<file path="src/core/vrf_pkg.sv">
/*
  Package for the voltage relay function configuration block: switch
  positions in both switchgroups, reset values, timing constants, the
  stage signal carriers and the controller state encoding.
  Assumes a single 20 MHz system clock shared by every user.
*/
package vrf_pkg;

  // ----------------------------------------------------------------
  // Switchgroup selection and layout
  // ----------------------------------------------------------------
  localparam logic VRF_SEL_OUTPUT = 1'b0;
  localparam logic VRF_SEL_STAGE = 1'b1;
  localparam logic [7:0] VRF_OUTPUT_RESET = 8'h00;
  localparam logic [7:0] VRF_STAGE_RESET = 8'h00;
  // Switches 6..8 of the output group are unused and read as zero
  localparam logic [7:0] VRF_OUTPUT_USED_MASK = 8'h1f;

  // Output function switches, switch n at bit n-1
  localparam int VRF_OF_LATCH_A = 0;
  localparam int VRF_OF_LATCH_B = 1;
  localparam int VRF_OF_SIG_SHORT = 2;
  localparam int VRF_OF_PWR_SHORT = 3;
  localparam int VRF_OF_BACKUP_EN = 4;

  // Stage function switches, switch n at bit n-1
  localparam int VRF_SF_SINGLE_PHASE = 0;
  localparam int VRF_SF_POS_SEQ = 1;
  localparam int VRF_SF_ANY_PHASE = 2;
  localparam int VRF_SF_UV1_NOBLK = 3;
  localparam int VRF_SF_UV2_NOBLK = 4;
  localparam int VRF_SF_OV2_INHIBIT = 5;
  localparam int VRF_SF_UV2_INHIBIT = 6;
  localparam int VRF_SF_UV1_TRIPBLK = 7;

  // ----------------------------------------------------------------
  // Timing
  // ----------------------------------------------------------------
  localparam int VRF_CLK_HZ = 20000000;
  localparam int VRF_TICK_PER_S = 1000;
  localparam int VRF_MS_DIV = VRF_CLK_HZ / VRF_TICK_PER_S;
  localparam int VRF_PULSE_LONG_MS = 80;
  localparam int VRF_PULSE_SHORT_MS = 40;
  // One extra tick because the first tick may fall right after the load
  localparam logic [6:0] VRF_PULSE_LONG_TICKS = 7'(VRF_PULSE_LONG_MS + 1);
  localparam logic [6:0] VRF_PULSE_SHORT_TICKS = 7'(VRF_PULSE_SHORT_MS + 1);
  localparam int VRF_PHASES = 3;
  localparam int VRF_CHANNELS = 4;

  // ----------------------------------------------------------------
  // Carriers
  // ----------------------------------------------------------------
  typedef struct packed {
    logic ov1_start;
    logic ov1_trip;
    logic ov2_start;
    logic ov2_trip;
    logic uv1_start;
    logic uv1_trip;
    logic uv2_start;
    logic uv2_trip;
  } vrf_stage_t;

  typedef struct packed {
    logic [VRF_PHASES-1:0] phase_below;
    logic pos_seq_below;
    logic low_voltage;
  } vrf_meas_t;

  typedef enum logic [2:0] {
    VRF_BK_IDLE = 3'b001,
    VRF_BK_TIMING = 3'b010,
    VRF_BK_BACKUP = 3'b100
  } vrf_bk_state_t;

endpackage : vrf_pkg

</file>
<file path="src/core/vrf_relay_config.sv">
/*
  Function configuration of a combined over/undervoltage relay: the two
  switchgroups, stage conditioning, output contact drive and the breaker
  failure backup timer.
  Assumes stage signals and measurement flags come from logic on sys_clk;
  the binary unlatch input is an asynchronous pin.
*/
// Notes on behaviour
// - Latch switch 0 releases output with the trip; 1 holds until unlatched.
// - Panel, binary input or serial bus unlatch releases a latched power output.
// - Signal output minimum pulse is 80 ms for 0, 40 ms for 1.
// - Power output minimum pulse is 80 ms for 0, 40 ms for 1.
// - A latched power output overrides its minimum pulse timing.
// - Backup on: output a starts timer; uncleared fault at delay drives output b.
// - Phase switch 0 selects three-phase, 1 single-phase measuring.
// - Second undervoltage uses conventional measurement for 0, positive sequence for 1.
// - Conventional mode: 0 needs all phases low, 1 any phase low.
// - First undervoltage blocked below 0.2 rated when its switch is 0.
// - Second undervoltage blocked below 0.2 rated when its switch is 0.
// - Second overvoltage stage fully inhibited when its switch is 1.
// - Second undervoltage stage fully inhibited when its switch is 1.
// - Trip-block switch 1 blocks first undervoltage trip by its own start.
// - Each group reports checksum of positions weighted 1 to 128.
`timescale 1ns/1ps
module vrf_relay_config
  import vrf_pkg::*;
#(
  parameter int MS_DIV = VRF_MS_DIV
) (
  input wire logic sys_clk,
  input wire logic nrst,
  // Switchgroup access from the serial bus or front panel
  input wire logic cfg_wr_en,
  input wire logic cfg_wr_sel,
  input wire logic [7:0] cfg_wr_data,
  output logic [7:0] output_function_switches,
  output logic [7:0] stage_function_switches,
  output logic [7:0] output_checksum,
  output logic [7:0] stage_checksum,
  // Unlatch requests
  input wire logic unlatch_panel,
  input wire logic unlatch_serial,
  input wire logic unlatch_binary_pin,
  // Breaker failure delay in milliseconds
  input wire logic [9:0] breaker_failure_delay_ms,
  // Protection stage side
  input wire vrf_stage_t stage_in,
  input wire vrf_meas_t meas_in,
  output logic single_phase_mode,
  output logic uv2_use_pos_seq,
  output vrf_stage_t stage_out,
  // Output contacts
  output logic power_output_a,
  output logic power_output_b,
  output logic signal_output_a,
  output logic signal_output_b,
  output logic breaker_failure_backup
);

  // ----------------------------------------------------------------
  // Switchgroup storage
  // ----------------------------------------------------------------
  logic [7:0] next_output_sw;
  logic [7:0] next_stage_sw;

  // Unused output switches are masked at write, so they can never be set
  assign next_output_sw = (cfg_wr_en && (cfg_wr_sel == VRF_SEL_OUTPUT)) ?
                          (cfg_wr_data & VRF_OUTPUT_USED_MASK) :
                          output_function_switches;
  assign next_stage_sw = (cfg_wr_en && (cfg_wr_sel == VRF_SEL_STAGE)) ?
                         cfg_wr_data : stage_function_switches;

  // Both groups reset to all switches off
  always_ff @(posedge sys_clk) begin
    if (!nrst) begin
      output_function_switches <= VRF_OUTPUT_RESET;
      stage_function_switches <= VRF_STAGE_RESET;
    end else begin
      output_function_switches <= next_output_sw;
      stage_function_switches <= next_stage_sw;
    end
  end

  // ----------------------------------------------------------------
  // Checksums
  // ----------------------------------------------------------------
  // Weighted sum of positions with weights 1..128
  function automatic logic [7:0] vrf_checksum(input logic [7:0] sw);
    logic [7:0] sum;
    sum = 8'h00;
    for (int i = 0; i < 8; i++) begin
      sum = sum + (sw[i] ? 8'(1 << i) : 8'h00);
    end
    return sum;
  endfunction : vrf_checksum

  // Registered so the reported sum is stable for the reader
  always_ff @(posedge sys_clk) begin
    if (!nrst) begin
      output_checksum <= 8'h00;
      stage_checksum <= 8'h00;
    end else begin
      output_checksum <= vrf_checksum(next_output_sw);
      stage_checksum <= vrf_checksum(next_stage_sw);
    end
  end

  // ----------------------------------------------------------------
  // Switch decode
  // ----------------------------------------------------------------
  logic latch_a;
  logic latch_b;
  logic sig_short;
  logic pwr_short;
  logic backup_en;
  logic sw_single;
  logic sw_pos_seq;
  logic sw_any_phase;
  logic sw_uv1_noblk;
  logic sw_uv2_noblk;
  logic sw_ov2_inh;
  logic sw_uv2_inh;
  logic sw_uv1_tripblk;

  assign latch_a = output_function_switches[VRF_OF_LATCH_A];
  assign latch_b = output_function_switches[VRF_OF_LATCH_B];
  assign sig_short = output_function_switches[VRF_OF_SIG_SHORT];
  assign pwr_short = output_function_switches[VRF_OF_PWR_SHORT];
  assign backup_en = output_function_switches[VRF_OF_BACKUP_EN];
  assign sw_single = stage_function_switches[VRF_SF_SINGLE_PHASE];
  assign sw_pos_seq = stage_function_switches[VRF_SF_POS_SEQ];
  assign sw_any_phase = stage_function_switches[VRF_SF_ANY_PHASE];
  assign sw_uv1_noblk = stage_function_switches[VRF_SF_UV1_NOBLK];
  assign sw_uv2_noblk = stage_function_switches[VRF_SF_UV2_NOBLK];
  assign sw_ov2_inh = stage_function_switches[VRF_SF_OV2_INHIBIT];
  assign sw_uv2_inh = stage_function_switches[VRF_SF_UV2_INHIBIT];
  assign sw_uv1_tripblk = stage_function_switches[VRF_SF_UV1_TRIPBLK];

  // ----------------------------------------------------------------
  // Stage conditioning
  // ----------------------------------------------------------------
  logic uv1_blocked;
  logic uv2_blocked;
  logic uv2_conv_low;
  logic uv2_low;
  vrf_stage_t next_stage;

  // Low-voltage blocking keeps undervoltage stages quiet on a dead line
  assign uv1_blocked = meas_in.low_voltage & ~sw_uv1_noblk;
  assign uv2_blocked = meas_in.low_voltage & ~sw_uv2_noblk;
  // Single-phase use sees only the first phase input
  assign uv2_conv_low = sw_single ? meas_in.phase_below[0] :
                        sw_any_phase ? (|meas_in.phase_below) :
                        (&meas_in.phase_below);
  assign uv2_low = sw_pos_seq ? meas_in.pos_seq_below : uv2_conv_low;

  assign next_stage.ov1_start = stage_in.ov1_start;
  assign next_stage.ov1_trip = stage_in.ov1_trip;
  assign next_stage.ov2_start = stage_in.ov2_start & ~sw_ov2_inh;
  assign next_stage.ov2_trip = stage_in.ov2_trip & ~sw_ov2_inh;
  assign next_stage.uv1_start = stage_in.uv1_start & ~uv1_blocked;
  assign next_stage.uv1_trip = stage_in.uv1_trip & ~uv1_blocked &
                               ~(sw_uv1_tripblk & stage_in.uv1_start);
  assign next_stage.uv2_start = uv2_low & ~uv2_blocked & ~sw_uv2_inh;
  assign next_stage.uv2_trip = stage_in.uv2_trip & uv2_low &
                               ~uv2_blocked & ~sw_uv2_inh;

  // One register stage between the raw stage logic and stage_out; each contact channel adds a second
  always_ff @(posedge sys_clk) begin
    if (!nrst) begin
      stage_out <= '0;
      single_phase_mode <= 1'b0;
      uv2_use_pos_seq <= 1'b0;
    end else begin
      stage_out <= next_stage;
      single_phase_mode <= sw_single;
      uv2_use_pos_seq <= sw_pos_seq;
    end
  end

  // ----------------------------------------------------------------
  // Millisecond tick
  // ----------------------------------------------------------------
  logic [15:0] div_cnt;
  logic ms_tick;

  assign ms_tick = (div_cnt == 16'(MS_DIV - 1));

  always_ff @(posedge sys_clk) begin
    if (!nrst) begin
      div_cnt <= 16'h0000;
    end else begin
      div_cnt <= ms_tick ? 16'h0000 : div_cnt + 16'h0001;
    end
  end

  // ----------------------------------------------------------------
  // Binary unlatch pin synchroniser and filter
  // ----------------------------------------------------------------
  logic [2:0] bin_sync;
  logic bin_level;
  logic bin_level_d;
  logic unlatch_any;

  // Stage 1 feeds stage 2 only; stages 2 and 3 must agree to change level
  always_ff @(posedge sys_clk) begin
    if (!nrst) begin
      bin_sync <= 3'h0;
      bin_level <= 1'b0;
      bin_level_d <= 1'b0;
    end else begin
      bin_sync <= {bin_sync[1:0], unlatch_binary_pin};
      bin_level <= (bin_sync[1] == bin_sync[2]) ? bin_sync[2] : bin_level;
      bin_level_d <= bin_level;
    end
  end

  assign unlatch_any = unlatch_panel | unlatch_serial |
                       (bin_level & ~bin_level_d);

  // ----------------------------------------------------------------
  // Breaker failure backup controller
  // ----------------------------------------------------------------
  vrf_bk_state_t bk_state;
  vrf_bk_state_t next_bk_state;
  logic [9:0] bk_ms;
  logic [9:0] next_bk_ms;
  logic trip_any;
  logic start_any;

  assign trip_any = stage_out.ov1_trip | stage_out.ov2_trip |
                    stage_out.uv1_trip | stage_out.uv2_trip;
  assign start_any = stage_out.ov1_start | stage_out.ov2_start |
                     stage_out.uv1_start | stage_out.uv2_start;

  // A cleared fault returns to idle from any state
  always_comb begin
    next_bk_state = bk_state;
    next_bk_ms = bk_ms;
    case (bk_state)
      VRF_BK_IDLE: begin
        next_bk_ms = 10'h000;
        if (backup_en && trip_any) begin
          next_bk_state = VRF_BK_TIMING;
        end
      end
      VRF_BK_TIMING: begin
        if (!backup_en || !trip_any) begin
          next_bk_state = VRF_BK_IDLE;
        end else if (bk_ms >= breaker_failure_delay_ms) begin
          next_bk_state = VRF_BK_BACKUP;
        end else if (ms_tick) begin
          next_bk_ms = bk_ms + 10'h001;
        end
      end
      VRF_BK_BACKUP: begin
        if (!backup_en || !trip_any) begin
          next_bk_state = VRF_BK_IDLE;
        end
      end
      default: begin
        next_bk_state = VRF_BK_IDLE;
      end
    endcase
  end

  always_ff @(posedge sys_clk) begin
    if (!nrst) begin
      bk_state <= VRF_BK_IDLE;
      bk_ms <= 10'h000;
      breaker_failure_backup <= 1'b0;
    end else begin
      bk_state <= next_bk_state;
      bk_ms <= next_bk_ms;
      breaker_failure_backup <= (next_bk_state == VRF_BK_BACKUP);
    end
  end

  // ----------------------------------------------------------------
  // Output contact channels
  // ----------------------------------------------------------------
  logic [VRF_CHANNELS-1:0] ch_drive;
  logic [VRF_CHANNELS-1:0] ch_latch;
  logic [VRF_CHANNELS-1:0] ch_short;
  logic [VRF_CHANNELS-1:0] ch_out;
  logic pwr_b_drive;

  // With backup on, output b is reserved for the delayed backup trip
  assign pwr_b_drive = backup_en ? (bk_state == VRF_BK_BACKUP) : trip_any;
  // Channel order: power a, power b, signal a, signal b
  assign ch_drive = {trip_any, start_any, pwr_b_drive, trip_any};
  assign ch_latch = {1'b0, 1'b0, latch_b, latch_a};
  assign ch_short = {sig_short, sig_short, pwr_short, pwr_short};

  generate
    for (genvar g = 0; g < VRF_CHANNELS; g++) begin : g_ch
      vrf_out_channel u_ch (
        .sys_clk(sys_clk),
        .nrst(nrst),
        .ms_tick(ms_tick),
        .drive(ch_drive[g]),
        .latch_en(ch_latch[g]),
        .short_sel(ch_short[g]),
        .unlatch(unlatch_any),
        .out(ch_out[g])
      );
    end
  endgenerate

  assign power_output_a = ch_out[0];
  assign power_output_b = ch_out[1];
  assign signal_output_a = ch_out[2];
  assign signal_output_b = ch_out[3];

endmodule : vrf_relay_config

</file>
<file path="src/core/vrf_out_channel.sv">
/*
  One output contact channel: minimum pulse stretcher and optional latch.
  Assumes drive and unlatch come from logic on sys_clk and that ms_tick
  is a one-cycle pulse once per millisecond.
*/
`timescale 1ns/1ps
module vrf_out_channel
  import vrf_pkg::*;
(
  input wire logic sys_clk,
  input wire logic nrst,
  input wire logic ms_tick,
  input wire logic drive,
  input wire logic latch_en,
  input wire logic short_sel,
  input wire logic unlatch,
  output logic out
);

  logic drive_d;
  logic latched;
  logic [6:0] hold;
  logic next_latched;
  logic [6:0] next_hold;
  logic rise;
  logic [6:0] pulse_len;

  // ----------------------------------------------------------------
  // Pulse length and latch decode
  // ----------------------------------------------------------------
  assign rise = drive & ~drive_d;
  assign pulse_len = short_sel ? VRF_PULSE_SHORT_TICKS : VRF_PULSE_LONG_TICKS;
  // Load on the rising drive edge, then count down on millisecond ticks
  assign next_hold = rise ? pulse_len :
                     ((hold != 7'h00) && ms_tick) ? hold - 7'h01 : hold;
  // A new drive wins over a simultaneous unlatch so no trip is lost
  assign next_latched = (drive & latch_en) ? 1'b1 :
                        unlatch ? 1'b0 : latched;

  // Latch outlives the pulse timer, so it overrides the minimum length
  always_ff @(posedge sys_clk) begin
    if (!nrst) begin
      drive_d <= 1'b0;
      latched <= 1'b0;
      hold <= 7'h00;
      out <= 1'b0;
    end else begin
      drive_d <= drive;
      latched <= next_latched;
      hold <= next_hold;
      out <= drive | (next_hold != 7'h00) | next_latched;
    end
  end

endmodule : vrf_out_channel

</file>
<file path="config.mk">
export PLATFORM = sky130hd
export DESIGN_NAME = vrf_relay_config
export DESIGN_NICKNAME = d
export VERILOG_FILES = /design/src/core/vrf_pkg.sv /design/src/core/vrf_relay_config.sv /design/src/core/vrf_out_channel.sv
export SDC_FILE = /design/constraint.sdc
export NUM_CORES = 1
export LEC_CHECK = 0
export ABC_AREA = 1
export BUFFER_PORTS_ARGS = -buffer_cell sky130_fd_sc_hd__buf_2
export CORE_MARGIN = 10
export CORE_UTILIZATION = 55
export DETAILED_ROUTE_END_ITERATION = 6
export GPL_TIMING_DRIVEN = 0
export PLACE_DENSITY_LB_ADDON = 0.08
export SLEW_MARGIN = 30
export SYNTH_ARGS = -nofsm -noshare
export SYNTH_HDL_FRONTEND = slang
export SYNTH_SLANG_ARGS = --single-unit
</file>
<file path="constraint.sdc">
create_clock -name sys_clk -period 2.2 [get_ports sys_clk]
set_clock_uncertainty 0.1 [all_clocks]
set_input_delay 0.44 -clock sys_clk [delete_from_list [all_inputs] [get_ports sys_clk]]
set_output_delay 0.44 -clock sys_clk [all_outputs]
set_load 0.1 [all_outputs]
</file>
==> summary.md <==
| Metric | Value |
|---|---|
| Post-Synthesis Cell Area | 5380 sq um |
| GR Util All Layers | 17.9% |
| Worst path buffer plus inverter count | 1 |
| Final Hold Viols | 0 |
| Antenna violations before repair | 0 |
| Peak supply drop | 0.435 mV |
| Fin Setup TNS | 0 ns |
| Status | completed |
| Hold Crit Class | primary input to flop |
| Area grow syn2layout | 16.7% |
| Max incr delay on CP | 0.36 ns |
| Worst Path Required | 2.36 ns |
| Final nets | 936 |
| FP Rows | 36 |
| Post-synth cell types | 43 |
| Power density over the cells | 693 nW/um^2 |
| I/O Buffers | 77 |
| Cts hold-fix bufs | 0 |
| Crit path DAT | 2.26 ns |
| CTS max path bufs | 2 |
| Part of the power in registers | 44.0% |
| Seq/Total Area, Yosys | 36.1% |
| Syn Area/Cell | 6.89 sq um |
| Final Max Slew Viols | 0 |
| Crit path cell chain | ha_2, nand2_2, inv_1, nand2_1, nor3_2, nand2_1, nor2_2, nand2_1, nor3_2, nand3_1, nand2_1, nor2_1 |
| Final cycle utilization of the critical path | 95.6% |
| DR vias/cell | 4.98 |
| Switching fraction of total power | 35.3% |
| Clk sinks | 97 |
| Clk_lat worst skew | 0.37 ns |
| Die width | 119 microns |
| Initial DRC count | 340 |
| Max-Cap Viols | 0 |
| Core ar. | 9640 sq um |
| Most used cell, CP | nand2_1 |
| Leakage | 3.09 nW |
| Share of cells above drive strength 1 | 21.5% |
| CP endpoint kind | flop |
| YS warnings | 0 |
| Vias in the first global route | 4665 |
| Num CTS Buffers | 9 |
| First-pass DRT Iterations | 5 |
| CP delay by family, top | simple AND/OR/NAND/NOR gates |
| Clk pin slew, worst setup/hold paths | 0.10 ns |
| Switch Pwr | 1.54 mW |
| CTS tree | yes |
| CP max FO | 3 |
| Die area | 14100 sq um |
| Layout fillers | 928 |
| Routed len/inst | 12.9 microns |
| Final wirelength | 13200 microns |
| Slew @ Worst Pin | 0.768 ns |
| Initial Util | 55.8% |
| Rel. slew slack | 48.8% |
| Number of flops mapped to enable cells by yosys | 0 |
| # IOs | 85 |
| Die height | 119 microns |
| RSZ-0062 raised after global routing | no |
| Grt total ovfl | 0 |
| Final HPWL DP | 9900 microns |
| Final count of negative-setup-slack endpoints | 0 |
| Critical path startpoint category | flop |
| Largest net degree at the start of global routing | 17 |
| FFs w/ async S/R, synth | 0% |
| Root Driver | clkbuf_8 |
| H-tree levels | 3 |
| Crit path time final | 2.10 ns |
| RePlAce Congestion | 0.823 |
| First-pass GRT wire length | 21400 microns |
| DR vias | 5063 |
| Pint | 2.81 mW |
| Max Fclk | 476 MHz |
| Design Area, Final | 6270 sq um |
| Comb pwr share | 25.6% |
| Post-route ant nets | 0 |
| Area after DPL | 5950 sq um |
| Synthesized flop and latch total | 97 |
| Synthesized instance count | 780 |
| Drc violations | 0 |
| Antenna fix cells | 0 |
| Setup CP Type | flop to flop |
| Crit-path slowest cell | dfxtp_1 |
| Post-synth top flop | dfxtp_1 |
| Clock Power Share | 30.4% |
## sequential cells by signal (all words and copies together) (netlist names), 3 cells and up
signal	flops
bin_sync	3
stage_function_switches	8
g_ch.u_ch.drive_d	3
bk_state	3
bk_ms	10
g_ch.u_ch.out	4
output_function_switches	5
stage_out	8
g_ch.u_ch.latched	4
div_cnt	16
g_ch.u_ch.hold	28
## logic make-up (layout without fill, tap and decap cells)
logic type,after synthesis,in the layout,share of synthesized area (%)
simple gates,419,419,35.9
buf+inv,140,239,11.6
flops,97,97,36.1
compound gates,85,85,8.78
fa+ha+maj,19,19,4.42
xor+xnor,19,19,3.10
other cells,1,6,0.0698
## path summary, 6_finish.rpt
path	startpoint	endpoint	slack (ns)	cells past startpoint
worst min register to register	bin_sync[0]$_SDFF_PN0_	bin_sync[1]$_SDFF_PN0_	0.33	2
worst min-delay path	stage_in[7]	stage_out[7]$_SDFF_PN0_	0.14	3
worst max-delay path	div_cnt[0]$_SDFF_PP0_	div_cnt[14]$_SDFF_PP0_	0.1	12
worst max register to register	div_cnt[0]$_SDFF_PP0_	div_cnt[14]$_SDFF_PP0_	0.1	12
## tightest hold or removal path: stages
cell and delay, ns:
buf_2 0.07, nand2_1 0.04, inv_1 0.04
## through the flow
stage	util, %	instances	setup WS (ns)	hold WS (ns)	power (mW)
after detailed placement	61.8	995	-0.0514	0.307	3.05
after floorplan	-	785	-0.0184	0.290	2.84
after global routing	65.1	1017	0.00413	0.147	4.55
after CTS	64.1	1011	0.0868	0.129	4.37
final	65.1	1017	0.0970	0.142	4.35
after global placement	61.8	995	0.0266	0.304	3.03
## repair_timing
item | CTS | global route
setup endpoints to repair | 0 | 13
setup buffers | 0 | 6
gates resized for setup | 0 | 8
## cells in the mapped netlist, types with 8 or more instances
master,instances,share of area [%]
nor2_4,9,1.9
ha_1,19,4.4
dfxtp_1,97,36
nand3_1,47,4.4
a21oi_1,39,3.6
o21ai_0,26,2.4
nand3_2,8,1.5
buf_4,24,3.4
nand4_1,16,1.9
inv_2,12,0.84
inv_1,91,6.4
xor2_1,11,1.8
nor2_1,129,9.0
nor3_1,10,0.93
nand2_1,170,12
xnor2_1,8,1.3
## power groups by stage
stage | combinational, mW | clock (mW) | sequential, mW
2_1_floorplan | 0.705 | 0 | 2.14
3_3_place_gp | 1.08 | 0 | 1.95
3_5_place_dp | 1.09 | 0 | 1.95
4_1_cts | 1.10 | 1.35 | 1.91
5_1_grt | 1.21 | 1.41 | 1.93
6_report | 1.11 | 1.32 | 1.92
## final cells by class
class | count | area [sq um] | share of cell area (%)
Tap cell | 133 | 166 | 2.65
Inverter | 103 | 387 | 6.16
Clock inverter | 6 | 90.1 | 1.44
Multi-Input combinational cell | 548 | 2860 | 45.6
Timing Repair Buffer | 83 | 443 | 7.06
Buffer | 37 | 241 | 3.85
Sequential cell | 97 | 1950 | 31.1
Clock buffer | 10 | 138 | 2.19
## layout by cell type (no fill, tap or decap), drive strengths merged, types with 13 or more instances in the layout
cell type,n
buf,112
inv,104
dfxtp,97
nor2,146
ha,19
a21oi,43
clkbuf,18
nand3,55
nand4,17
nand2,176
o21ai,33
nor3,13
## routing by layer
layer	routed length [microns]	vias up	track usage, %
met5	0	-	0
met4	252	0	7.25
met3	742	19	4.35
met2	6310	134	30.0
met1	5860	2268	21.4
li1	-	2642	-
Note: power is estimated with default switching activity, not from simulation.
